==> config.mk <==
export PLATFORM = sky130hd
export DESIGN_NAME = mbt_core
export DESIGN_NICKNAME = d
export VERILOG_FILES = /design/src/logic/mbt_pkg.sv /design/src/logic/mbt_core.sv
export SDC_FILE = /design/constraint.sdc
export NUM_CORES = 1
export LEC_CHECK = 0
export BUFFER_PORTS_ARGS = -buffer_cell sky130_fd_sc_hd__buf_2
export CAP_MARGIN = 20
export CORE_ASPECT_RATIO = 1.75
export CORE_MARGIN = 3
export CORE_UTILIZATION = 60
export DETAILED_ROUTE_END_ITERATION = 7
export GPL_ROUTABILITY_DRIVEN = 0
export PLACE_DENSITY = 0.91
export SLEW_MARGIN = 20
export SYNTH_ARGS = -nofsm -noshare
export SYNTH_HDL_FRONTEND = slang
export SYNTH_SLANG_ARGS = --single-unit
==> constraint.sdc <==
create_clock -name CLK -period 11.01 [get_ports CLK]
set_input_delay 2.7525 -clock CLK [delete_from_list [all_inputs] [get_ports CLK]]
set_output_delay 2.7525 -clock CLK [all_outputs]
set_load 0.05 [all_outputs]
==> src/logic/mbt_pkg.sv <==
// Constants, encodings and carrier types for the move/branch/table core
package mbt_pkg;
  localparam int PW  = 16;
  localparam int PCW = 12;
  localparam int DW  = 8;
  localparam int SPW = 3;
  localparam int STACK_DEPTH = 8;

  // Instruction classes in bits 15:12
  localparam logic [3:0] CL_MISC  = 4'h0;
  localparam logic [3:0] CL_MOVLD = 4'h1;
  localparam logic [3:0] CL_MOVST = 4'h2;
  localparam logic [3:0] CL_BCLR  = 4'h3;
  localparam logic [3:0] CL_BSET  = 4'h4;
  localparam logic [3:0] CL_BSZ   = 4'h5;
  localparam logic [3:0] CL_BSNZ  = 4'h6;
  localparam logic [3:0] CL_BYTE  = 4'h7;
  localparam logic [3:0] CL_TAB   = 4'h8;
  localparam logic [3:0] CL_JMP   = 4'he;
  localparam logic [3:0] CL_CALL  = 4'hf;

  // Sub-codes in bits 11:8 for the miscellaneous class
  localparam logic [3:0] MS_NOP  = 4'h0;
  localparam logic [3:0] MS_RET  = 4'h1;
  localparam logic [3:0] MS_INTERRUPT_RETURN = 4'h2;
  localparam logic [3:0] MS_WDT  = 4'h3;
  localparam logic [3:0] MS_HALT = 4'h4;
  localparam logic [3:0] MS_RETV = 4'h5;
  localparam logic [3:0] MS_MOVI = 4'h6;

  // Sub-codes in bits 11:8 for the byte class
  localparam logic [3:0] BY_SZ    = 4'h0;
  localparam logic [3:0] BY_SNZ   = 4'h1;
  localparam logic [3:0] BY_SZA   = 4'h2;
  localparam logic [3:0] BY_SIZ   = 4'h3;
  localparam logic [3:0] BY_SDZ   = 4'h4;
  localparam logic [3:0] BY_INCREMENT_TEST_TO_WORKING  = 4'h5;
  localparam logic [3:0] BY_DECREMENT_TEST_TO_WORKING  = 4'h6;
  localparam logic [3:0] BY_CLR   = 4'h7;
  localparam logic [3:0] BY_SET   = 4'h8;
  localparam logic [3:0] BY_SWAP  = 4'h9;
  localparam logic [3:0] BY_NIBBLE_EXCHANGE_TO_WORKING = 4'ha;

  // Table class option bits
  localparam int TAB_LAST_BIT = 8;
  localparam int TAB_INC_BIT  = 9;
  localparam logic [3:0] LAST_PAGE = 4'hf;

  // Special registers in data sector 0
  localparam logic [7:0] ADDR_TPL = 8'h07;
  localparam logic [7:0] ADDR_TPH = 8'h08;
  localparam logic [7:0] ADDR_TBH = 8'h09;

  // Phases of one instruction cycle
  localparam logic [1:0] PH_FETCH  = 2'h0;
  localparam logic [1:0] PH_DECODE = 2'h1;
  localparam logic [1:0] PH_EXEC   = 2'h2;
  localparam logic [1:0] PH_END    = 2'h3;

  localparam logic [11:0] RST_PC  = 12'h000;
  localparam logic [7:0]  RST_BYTE = 8'h00;
  localparam logic [2:0]  RST_SP  = 3'h0;

  typedef enum logic [1:0] {ST_RUN, ST_DUMMY, ST_TABLE, ST_HALT} mbt_state_t;

  typedef struct packed {
    logic [7:0] addr;
    logic [7:0] wdata;
    logic       we;
  } mbt_dmem_req_t;

  typedef struct packed {
    logic timeout;
    logic powerdown;
  } mbt_flags_t;
endpackage

==> src/logic/mbt_core.sv <==
// Execution core for moves, bit ops, branches, skips, table reads and misc ops
`timescale 1ns/1ps
// Behaviour
// - Moves and immediate load: one cycle, no flags
// - Bit clear/set touches selected bit only
// - Bit index selects positions zero to seven
// - Program counter changes take two cycles
// - Return with value loads working register
// - Taken skip two cycles, untaken one
// - Bit test skips on zero or one
// - Zero test to working copies byte, skips on zero
// - Increment, write back, skip on zero
// - Decrement skip; working forms keep memory
// - Table read: low to memory, high latched
// - Last-page variants read the last page
// - Pre-increment variants bump pointer first
// - Nibble swap to memory or working register
// - Watchdog restart clears powerdown, clears timeout unless TIMEOUT_EVENT is high, pulses WDT_RESTART
// - Halt enters power-down in one cycle
// - Operands address data sector zero only
module mbt_core
  import mbt_pkg::*;
(
  input  wire logic          CLK,
  input  wire logic          RESET,
  input  wire logic [15:0]   PROG_DATA,
  input  wire logic [7:0]    DMEM_RDATA,
  input  wire logic          WAKE,
  input  wire logic          TIMEOUT_EVENT,
  output logic      [11:0]   PROG_ADDR,
  output mbt_dmem_req_t      DMEM_REQ,
  output logic      [7:0]    WORKING_REG,
  output logic      [7:0]    TABLE_HIGH,
  output mbt_flags_t         FLAGS,
  output logic               POWER_DOWN,
  output logic               WDT_RESTART,
  output logic               INSTR_DONE
);
  logic [1:0]     q_reg, q_next;
  mbt_state_t     state_reg, state_next;
  logic [11:0]    pc_reg, pc_next, paddr_reg, paddr_next;
  logic [15:0]    instr_reg, instr_next;
  logic [7:0]     acc_reg, acc_next, tpl_reg, tpl_next, tph_reg, tph_next, tbh_reg, tbh_next;
  mbt_dmem_req_t  dreq_reg, dreq_next;
  mbt_flags_t     flg_reg, flg_next;
  logic           pd_reg, pd_next, wdt_reg, wdt_next, done_reg, done_next;
  logic [2:0]     sp_reg, sp_next;
  logic [11:0]    stack_mem [STACK_DEPTH];
  logic           push_en;
  logic           wake_meta_reg, wake_sync_reg;
  logic [7:0]     rd, wval;
  logic           wr_mem, skip;
  logic [11:0]    pc_inc, taddr;
  logic [3:0]     cls, sub;
  logic [2:0]     bi;
  logic           ex;

  assign cls    = instr_reg[15:12];
  assign sub    = instr_reg[11:8];
  assign bi     = instr_reg[10:8];
  assign pc_inc = pc_reg + 12'h001;
  assign ex     = (state_reg == ST_RUN) && (q_reg == PH_EXEC);
  assign taddr  = {(instr_reg[TAB_LAST_BIT] ? LAST_PAGE : tph_reg[3:0]), tpl_reg};

  always_comb begin
    q_next     = q_reg + 2'h1;
    state_next = state_reg;
    pc_next    = pc_reg;
    paddr_next = paddr_reg;
    instr_next = instr_reg;
    acc_next   = acc_reg;
    tpl_next   = tpl_reg;
    tph_next   = tph_reg;
    tbh_next   = tbh_reg;
    dreq_next  = dreq_reg;
    dreq_next.we = 1'b0;
    flg_next   = flg_reg;
    pd_next    = pd_reg;
    wdt_next   = 1'b0;
    done_next  = 1'b0;
    sp_next    = sp_reg;
    push_en    = 1'b0;
    wval       = RST_BYTE;
    wr_mem     = 1'b0;
    skip       = 1'b0;
    if (dreq_reg.addr == ADDR_TPL) begin
      rd = tpl_reg;
    end else if (dreq_reg.addr == ADDR_TPH) begin
      rd = tph_reg;
    end else if (dreq_reg.addr == ADDR_TBH) begin
      rd = tbh_reg;
    end else begin
      rd = DMEM_RDATA;
    end
    case (q_reg)
      PH_END: begin
        paddr_next = (state_reg == ST_TABLE) ? taddr : pc_reg;
      end
      PH_DECODE: begin
        if (state_reg == ST_RUN) begin
          instr_next     = PROG_DATA;
          dreq_next.addr = PROG_DATA[7:0];
        end
      end
      PH_EXEC: begin
        case (state_reg)
          ST_RUN: begin
            pc_next   = pc_inc;
            done_next = 1'b1;
            case (cls)
              CL_MOVLD: acc_next = rd;
              CL_MOVST: begin
                wval   = acc_reg;
                wr_mem = 1'b1;
              end
              CL_BCLR: begin
                wval   = rd & ~(8'h01 << bi);
                wr_mem = 1'b1;
              end
              CL_BSET: begin
                wval   = rd | (8'h01 << bi);
                wr_mem = 1'b1;
              end
              CL_BSZ:  skip = ~rd[bi];
              CL_BSNZ: skip = rd[bi];
              CL_BYTE: begin
                case (sub)
                  BY_SZ:  skip = (rd == 8'h00);
                  BY_SNZ: skip = (rd != 8'h00);
                  BY_SZA: begin
                    acc_next = rd;
                    skip     = (rd == 8'h00);
                  end
                  BY_SIZ: begin
                    wval   = rd + 8'h01;
                    wr_mem = 1'b1;
                    skip   = (wval == 8'h00);
                  end
                  BY_SDZ: begin
                    wval   = rd - 8'h01;
                    wr_mem = 1'b1;
                    skip   = (wval == 8'h00);
                  end
                  BY_INCREMENT_TEST_TO_WORKING: begin
                    wval     = rd + 8'h01;
                    acc_next = wval;
                    skip     = (wval == 8'h00);
                  end
                  BY_DECREMENT_TEST_TO_WORKING: begin
                    wval     = rd - 8'h01;
                    acc_next = wval;
                    skip     = (wval == 8'h00);
                  end
                  BY_CLR: begin
                    wval   = 8'h00;
                    wr_mem = 1'b1;
                  end
                  BY_SET: begin
                    wval   = 8'hff;
                    wr_mem = 1'b1;
                  end
                  BY_SWAP: begin
                    wval   = {rd[3:0], rd[7:4]};
                    wr_mem = 1'b1;
                  end
                  BY_NIBBLE_EXCHANGE_TO_WORKING: acc_next = {rd[3:0], rd[7:4]};
                  default: begin
                  end
                endcase
              end
              CL_TAB: begin
                if (instr_reg[TAB_INC_BIT]) begin
                  tpl_next = tpl_reg + 8'h01;
                end
                state_next = ST_TABLE;
                done_next  = 1'b0;
              end
              CL_JMP: begin
                pc_next    = instr_reg[11:0];
                state_next = ST_DUMMY;
                done_next  = 1'b0;
              end
              CL_CALL: begin
                push_en    = 1'b1;
                sp_next    = sp_reg + 3'h1;
                pc_next    = instr_reg[11:0];
                state_next = ST_DUMMY;
                done_next  = 1'b0;
              end
              CL_MISC: begin
                case (sub)
                  MS_RET, MS_INTERRUPT_RETURN, MS_RETV: begin
                    sp_next    = sp_reg - 3'h1;
                    pc_next    = stack_mem[sp_reg - 3'h1];
                    state_next = ST_DUMMY;
                    done_next  = 1'b0;
                    if (sub == MS_RETV) begin
                      acc_next = instr_reg[7:0];
                    end
                  end
                  MS_WDT: begin
                    flg_next.timeout   = 1'b0;
                    flg_next.powerdown = 1'b0;
                    wdt_next           = 1'b1;
                  end
                  MS_HALT: begin
                    flg_next.timeout   = 1'b0;
                    flg_next.powerdown = 1'b1;
                    pd_next            = 1'b1;
                    state_next         = ST_HALT;
                  end
                  MS_MOVI: acc_next = instr_reg[7:0];
                  default: begin
                  end
                endcase
              end
              default: begin
              end
            endcase
            if (skip) begin
              pc_next    = pc_reg + 12'h002;
              state_next = ST_DUMMY;
              done_next  = 1'b0;
            end
          end
          ST_DUMMY: begin
            state_next = ST_RUN;
            done_next  = 1'b1;
          end
          ST_TABLE: begin
            wval       = PROG_DATA[7:0];
            wr_mem     = 1'b1;
            tbh_next   = PROG_DATA[15:8];
            state_next = ST_RUN;
            done_next  = 1'b1;
          end
          default: begin
            if (wake_sync_reg) begin
              pd_next    = 1'b0;
              state_next = ST_RUN;
            end
          end
        endcase
        if (wr_mem) begin
          if (dreq_reg.addr == ADDR_TPL) begin
            tpl_next = wval;
          end else if (dreq_reg.addr == ADDR_TPH) begin
            tph_next = wval;
          end else if (dreq_reg.addr == ADDR_TBH) begin
            tbh_next = wval;
          end else begin
            dreq_next.we    = 1'b1;
            dreq_next.wdata = wval;
          end
        end
      end
      default: begin
      end
    endcase
    if (TIMEOUT_EVENT) begin
      flg_next.timeout = 1'b1;
    end
  end

  always_ff @(posedge CLK) begin
    if (RESET) begin
      q_reg     <= PH_FETCH;
      state_reg <= ST_RUN;
      pc_reg    <= RST_PC;
      paddr_reg <= RST_PC;
      instr_reg <= 16'h0000;
      acc_reg   <= RST_BYTE;
      tpl_reg   <= RST_BYTE;
      tph_reg   <= RST_BYTE;
      tbh_reg   <= RST_BYTE;
      dreq_reg  <= '0;
      flg_reg   <= '0;
      pd_reg    <= 1'b0;
      wdt_reg   <= 1'b0;
      done_reg  <= 1'b0;
      sp_reg    <= RST_SP;
    end else begin
      q_reg     <= q_next;
      state_reg <= state_next;
      pc_reg    <= pc_next;
      paddr_reg <= paddr_next;
      instr_reg <= instr_next;
      acc_reg   <= acc_next;
      tpl_reg   <= tpl_next;
      tph_reg   <= tph_next;
      tbh_reg   <= tbh_next;
      dreq_reg  <= dreq_next;
      flg_reg   <= flg_next;
      pd_reg    <= pd_next;
      wdt_reg   <= wdt_next;
      done_reg  <= done_next;
      sp_reg    <= sp_next;
    end
  end

  always_ff @(posedge CLK) begin
    if (push_en) begin
      stack_mem[sp_reg] <= pc_inc;
    end
  end

  always_ff @(posedge CLK) begin
    if (RESET) begin
      wake_meta_reg <= 1'b0;
      wake_sync_reg <= 1'b0;
    end else begin
      wake_meta_reg <= WAKE;
      wake_sync_reg <= wake_meta_reg;
    end
  end

  assign PROG_ADDR   = paddr_reg;
  assign DMEM_REQ    = dreq_reg;
  assign WORKING_REG = acc_reg;
  assign TABLE_HIGH  = tbh_reg;
  assign FLAGS       = flg_reg;
  assign POWER_DOWN  = pd_reg;
  assign WDT_RESTART = wdt_reg;
  assign INSTR_DONE  = done_reg;
endmodule // mbt_core

==> flow_summary_export.csv, run 1 <==
group,metric,value,unit
status,outcome,"finished, violations left",
status,violations,"design-rule violations",
sta,min_period,5.937,ns
global_route,grt_max_degree,84,
synth,synth_nets,1121,
clock_network,cts_resized,0,
detailed_routing,drt_iter0_drc,1491,
detailed_routing,routedWlPerCell,24.41,um
synth,async_flop_share,0,%
global_route,grt_pass1_vias,9066,
critical_path,slowest_stage,"a22oi_2",
cells_and_area,layout_commonest_cell,"nor2_1",
critical_path,crit_chain,"buf_2 > a22oi_2 > ha_1 > inv_1 > or4b_1 > a22oi_1 > a32oi_1 > o21ai_2 > buf_6 > mux2_1 > o211a_1",
power,p_leak,3.931,nW
critical_path,required,11.34,ns
sta,tightest_slew,1.200,ns
sta,skew,0.01260,ns
die,initial_core_util,61.44,%
power,p_per_area,144.5,nW/um^2
synth,yosysWarnings,0,
clock_network,post_cts_buffers,0,
die,coreArea,17110,um^2
global_route,use_met3,9.188,%
cells_and_area,drive_gt1_share,17.86,%
die,die-area,19200,um^2
global_route,overflow,0,
synth,synth-main-ff-cell,"edfxtp_1",
critical_path,worstSetupPathType,"in2reg",
global_route,top_usage_layer,"met2",
sta,hold_slack,0.4572,ns
synth,synth_top_area_share,27.43,%
critical_path,start_kind,"primary input",
clock_network,postCtsHoldBufs,0,
flow_run,max-cap-violations,0,
detailed_routing,firstDrtPassIters,8,
synth,synth-seq-area-share,45.52,%
clock_network,htree_levels,4,
power,ir_worst_vdd,0.0001311,V
critical_path,max_stage_delay,0.68,ns
synth,synth_largest_area_cell,"edfxtp_1",
clock_network,cts_buffer_depth,2,
sta,drv_slew,0,
clock_network,clkLatencyLatePin,0.45,ns
clock_network,clock-sinks,191,
critical_path,end_kind,"flop",
cells_and_area,final_cell_mix,"nor2_1, edfxtp_1, nand2_1",
die,die_w,106.0,um
detailed_routing,dr_total_vias,9428,
sta,setup_viol,0,
cells_and_area,largest_reg_flops,96,
sta,slew_headroom,19.98,%
detailed_routing,drtAntennaViolNets,0,
sta,fmax,168.4,MHz
critical_path,cp.arrival,6.27,ns
detailed_routing,drc,2,
die,io_pins,78,
clock_network,numCtsBuffers,17,
synth,syn_avg_cell_area,9.759,um^2
global_route,use_met2,56.44,%
cells_and_area,fillers,1258,
placed_design,hpwlAfterDp,22190,um
synth,synth_area_leaders,"edfxtp_1, dfxtp_1, mux4_2",
synth,synth.distinct_cells,79,
synth,synthCells,1077,
global_route,grt_usage,34.49,%
sta,rsz0062_at_grt,"false",
clock_network,path_clk_slew,0.07,ns
hold_path,hold_class,"reg2reg",
critical_path,critPathMaxFanout,19,
sta,tns,0,ns
sta,final_hold_viol_count,0,
sta,finalCritPeriodShare,53.93,%
cells_and_area,finalNetCount,1145,
die,rows,63,
global_route,grt_first_pass_wirelength,50650,um
clock_network,root_buffer,"clkbuf_16",
cells_and_area,diodes,0,
clock_network,cts_tree,"done",
synth,syn_area,10510,um^2
detailed_routing,vias_per_cell,7.031,
detailed_routing,routed_wl,32730,um
global_route,antenna_found_initial,0,
synth,synth-seq-cells,191,
synth,synth_edf_count,96,
placed_design,portBuffers,77,
cells_and_area,area_growth_syn_to_layout,10.01,%
global_route,grt_use_met1,37.97,%
die,die-height,181.1,um
[critical path: cells and delay by family]
family          cells  cell delay (ns)
simple gates        1             0.53
fa+ha+maj           1             0.44
buf+inv             3             0.49
compound gates      5             1.70
mux                 1             0.33
[power by group]
group,switching (mW),internal (mW),total (mW)
registers,0.0301,0.758,0.788
clock network,0.288,0.322,0.611
logic,0.186,0.0852,0.271
[per-layer routing]
layer,routed length [um],up-vias
met5,0,-
met4,3036,0
met3,3405,258
met2,15740,783
met1,10550,4294
li1,-,4093
[per-stage QoR]
| stage | instance area (um^2) | total power, mW | util (%) | setup WS (ns) | std cells |
|---|---|---|---|---|---|
| 2_1_floorplan | 10510 | 0.9838 | - | 5.638 | 1077 |
| 3_3_place_gp | 10950 | 1.051 | 64.02 | 4.696 | 1307 |
| 3_5_place_dp | 10950 | 1.056 | 64.02 | 4.597 | 1307 |
| 4_1_cts | 11540 | 1.657 | 67.47 | 5.018 | 1339 |
| 5_1_grt | 11560 | 1.721 | 67.60 | 4.871 | 1341 |
| 6_report | 11560 | 1.670 | 67.60 | 5.073 | 1341 |
[Yosys cell counts (all sizes together) (5+ instances only)]
| library cell | number |
|---|---|
| o221ai | 11 |
| a32oi | 5 |
| a211oi | 21 |
| o22ai | 9 |
| nor3b | 10 |
| xnor2 | 16 |
| nand4 | 12 |
| and3 | 14 |
| mux4 | 26 |
| clkbuf | 69 |
| o21ai | 53 |
| and2 | 5 |
| mux2i | 33 |
| edfxtp | 96 |
| a21oi | 70 |
| o2bb2ai | 7 |
| nand3 | 35 |
| nand2b | 14 |
| nor4 | 8 |
| nor3 | 24 |
| a222oi | 11 |
| nand2 | 95 |
| a22o | 6 |
| nor2b | 12 |
| dfxtp | 95 |
| a22oi | 12 |
| a221oi | 6 |
| or3 | 9 |
| ha | 16 |
| a31oi | 12 |
| mux2 | 13 |
| buf | 29 |
| xor2 | 7 |
| o211ai | 6 |
| nor2 | 122 |
| inv | 19 |
[layout make-up]
cell class                      count  area, um^2  area share, %
Clock buffer                       18       450.4          3.896
Clock inverter                     14       140.1          1.212
Inverter                           19       71.32         0.6168
Multi-Input combinational cell    769        5246          45.37
Sequential cell                   191        4786          41.39
Tap cell                          227       284.0          2.456
Timing Repair Buffer              103       584.3          5.054
[final timing paths]
path / startpoint / end / slack [ns] / cells after the start
worst max-delay path: DMEM_RDATA[0] / pc_reg[6] / 5.07 / 11
worst min-delay path: wake_meta_reg / wake_sync_reg / 0.46 / 1
worst max register to register: instr_reg[1] / pc_reg[6] / 5.77 / 12
worst min register to register: wake_meta_reg / wake_sync_reg / 0.46 / 1
[logic make-up after synthesis]
family | share of synthesized area, %
compound gates | 18.32
flops | 45.52
simple gates | 17.49
buf+inv | 4.738
mux | 10.11
fa+ha+maj | 1.905
xor+xnor | 1.917
(Power assumes the default switching activity.)
==> run 2: changes to the inputs <==
- CORE_UTILIZATION: 60 -> 55
- PLACE_DENSITY: 0.91 -> 0.88
- clock period: 11.01 -> 4.8 ns (I/O delays scaled with it)
==> run 2 against run 1 <==
- the run still ends with design-rule violations left
- core utilization decreased by 5.0 points
- sequential share of layout area shrank 0.43 points
- via count is 2.1% higher
- clock-buffer cell count is 2 higher
- sequential power increased by 130%
- register-to-register slack got worse by 5.3 ns
==> flow_summary_export.csv, run 2 (synthesis gave the netlist of run 1 again) <==
group,metric,value,unit
detailed_routing,vias_per_cell,7.036,
clock_network,numCtsBuffers,17,
critical_path,crit-reg2reg-launch,"instr_reg[2]",
detailed_routing,drt_iter0_drc,1373,
critical_path,start_kind,"flop",
clock_network,cts_buffer_depth,2,
clock_network,postCtsHoldBufs,0,
die,die-area,20870,um^2
placed_design,place_ws,0.6326,ns
critical_path,reg2reg_slack,0.44,ns
placed_design,hpwlAfterDp,23470,um
power,p_leak,3.990,nW
global_route,overflow,0,
critical_path,critPathMaxFanout,13,
sta,tightest_slew,1.072,ns
sta,setup_viol,0,
sta,finalCritPeriodShare,90.92,%
clock_network,htree_levels,4,
critical_path,r2r-end,"tpl_reg[1]",
cells_and_area,drive_gt1_share,18.67,%
sta,hold_slack,0.4584,ns
global_route,grt_usage,32.68,%
clock_network,cts_resized,0,
sta,skew,0.01642,ns
power,ir_worst_vdd,0.0002951,V
cells_and_area,area_growth_syn_to_layout,11.17,%
die,die_w,110.5,um
sta,rsz0062_at_grt,"false",
sta,min_period,4.364,ns
global_route,grt_first_pass_wirelength,52750,um
cells_and_area,diodes,0,
flow_run,max-cap-violations,0,
critical_path,cp.arrival,4.64,ns
critical_path,worstSetupPathType,"reg2reg",
status,outcome,"finished, violations left",
critical_path,required,5.08,ns
detailed_routing,firstDrtPassIters,8,
clock_network,post_cts_buffers,0,
cells_and_area,layout_commonest_cell,"nor2_1",
detailed_routing,drtAntennaViolNets,0,
clock_network,root_buffer,"clkbuf_16",
detailed_routing,routedWlPerCell,24.92,um
hold_path,hold_depth,1,
die,initial_core_util,56.32,%
clock_network,path_clk_slew,0.08,ns
global_route,grt_pass1_vias,9461,
detailed_routing,routed_wl,34090,um
die,io_pins,78,
placed_design,portBuffers,77,
critical_path,cp-startpoint,"instr_reg[2]",
detailed_routing,drc,5,
cells_and_area,final_cell_mix,"nor2_1, edfxtp_1, nand2_1",
sta,final_hold_viol_count,0,
power,power.total,3.884,mW
detailed_routing,dr_total_vias,9625,
clock_network,clkLatencyLatePin,0.45,ns
sta,tns,0,ns
cells_and_area,fillers,1500,
clock_network,cts_tree,"done",
hold_path,hold_class,"reg2reg",
sta,drv_slew,0,
global_route,antenna_found_initial,0,
global_route,grt_max_degree,83,
clock_network,clock-sinks,191,
sta,slew_headroom,28.48,%
critical_path,reg2reg_depth,14,
sta,fmax,229.1,MHz
sta,fin_ws,0.4357,ns
critical_path,end_kind,"flop",
die,rows,66,
status,violations,"design-rule violations",
cells_and_area,final_core_util,62.60,%
cells_and_area,finalNetCount,1161,
die,coreArea,18660,um^2
die,die-height,188.9,um
critical_path,cp-endpoint,"tpl_reg[1]",
cells_and_area,largest_reg_flops,96,
power,p_per_area,332.5,nW/um^2
[run 2: through the flow]
stage	instance area [um^2]	instances
after floorplan	10510	1077
after global placement	11100	1336
after detailed placement	11100	1336
after CTS	11680	1368
after global routing	11680	1368
final	11680	1368
[run 2: layout make-up]
cell class	instances	area, um^2	share of cell area, %
Multi-Input combinational cell	769	5244	44.88
Sequential cell	191	4786	40.96
Timing Repair Buffer	119	700.7	5.997
Clock buffer	20	436.7	3.737
Tap cell	238	297.8	2.549
Clock inverter	12	147.6	1.264
Inverter	19	71.32	0.6104
[run 2: worst max-delay path, cell delays in order (launching register included)]
cell and delay, ns:
dfxtp_1 0.51, and4b_1 0.47, o21ai_2 0.25, a22oi_2 0.40
inv_1 0.22, ha_1 0.43, nor2_1 0.07, a31oi_1 0.15
nor2_1 0.05, nor2_1 0.11, nor2_1 0.05, a221oi_1 0.63
o21ai_0 0.47, o21ai_0 0.29, a221oi_1 0.11
[run 2: per-layer routing]
layer  global-route usage [%]  part of all wire (%)  routed length [um]  up-vias
li1                         -                     -                   -     4119
met1                    33.83                    32               10910     4491
met2                    54.63                    49               16580      746
met3                    9.402                   9.8                3356      269
met4                    26.60                   9.5                3243        0
met5                        0                     0                   0        -
[run 2: how the worst min path moves through the flow]
| stage | start | to | slack (ns) |
|---|---|---|---|
| after detailed placement | wake_meta_reg | wake_sync_reg | 0.44 |
| after global routing | wake_meta_reg | wake_sync_reg | 0.46 |
| after global placement | wake_meta_reg | wake_sync_reg | 0.43 |
| after CTS | wake_meta_reg | wake_sync_reg | 0.45 |
| final | wake_meta_reg | wake_sync_reg | 0.46 |
| after floorplan | wake_meta_reg | wake_sync_reg | 0.41 |
[run 2: power by group]
part | switching, mW | internal (mW) | total (mW) | leakage, nW
combinational | 0.451 | 0.206 | 0.657 | 2.13
sequential | 0.0538 | 1.74 | 1.79 | 1.59
clock | 0.653 | 0.781 | 1.43 | 0.272
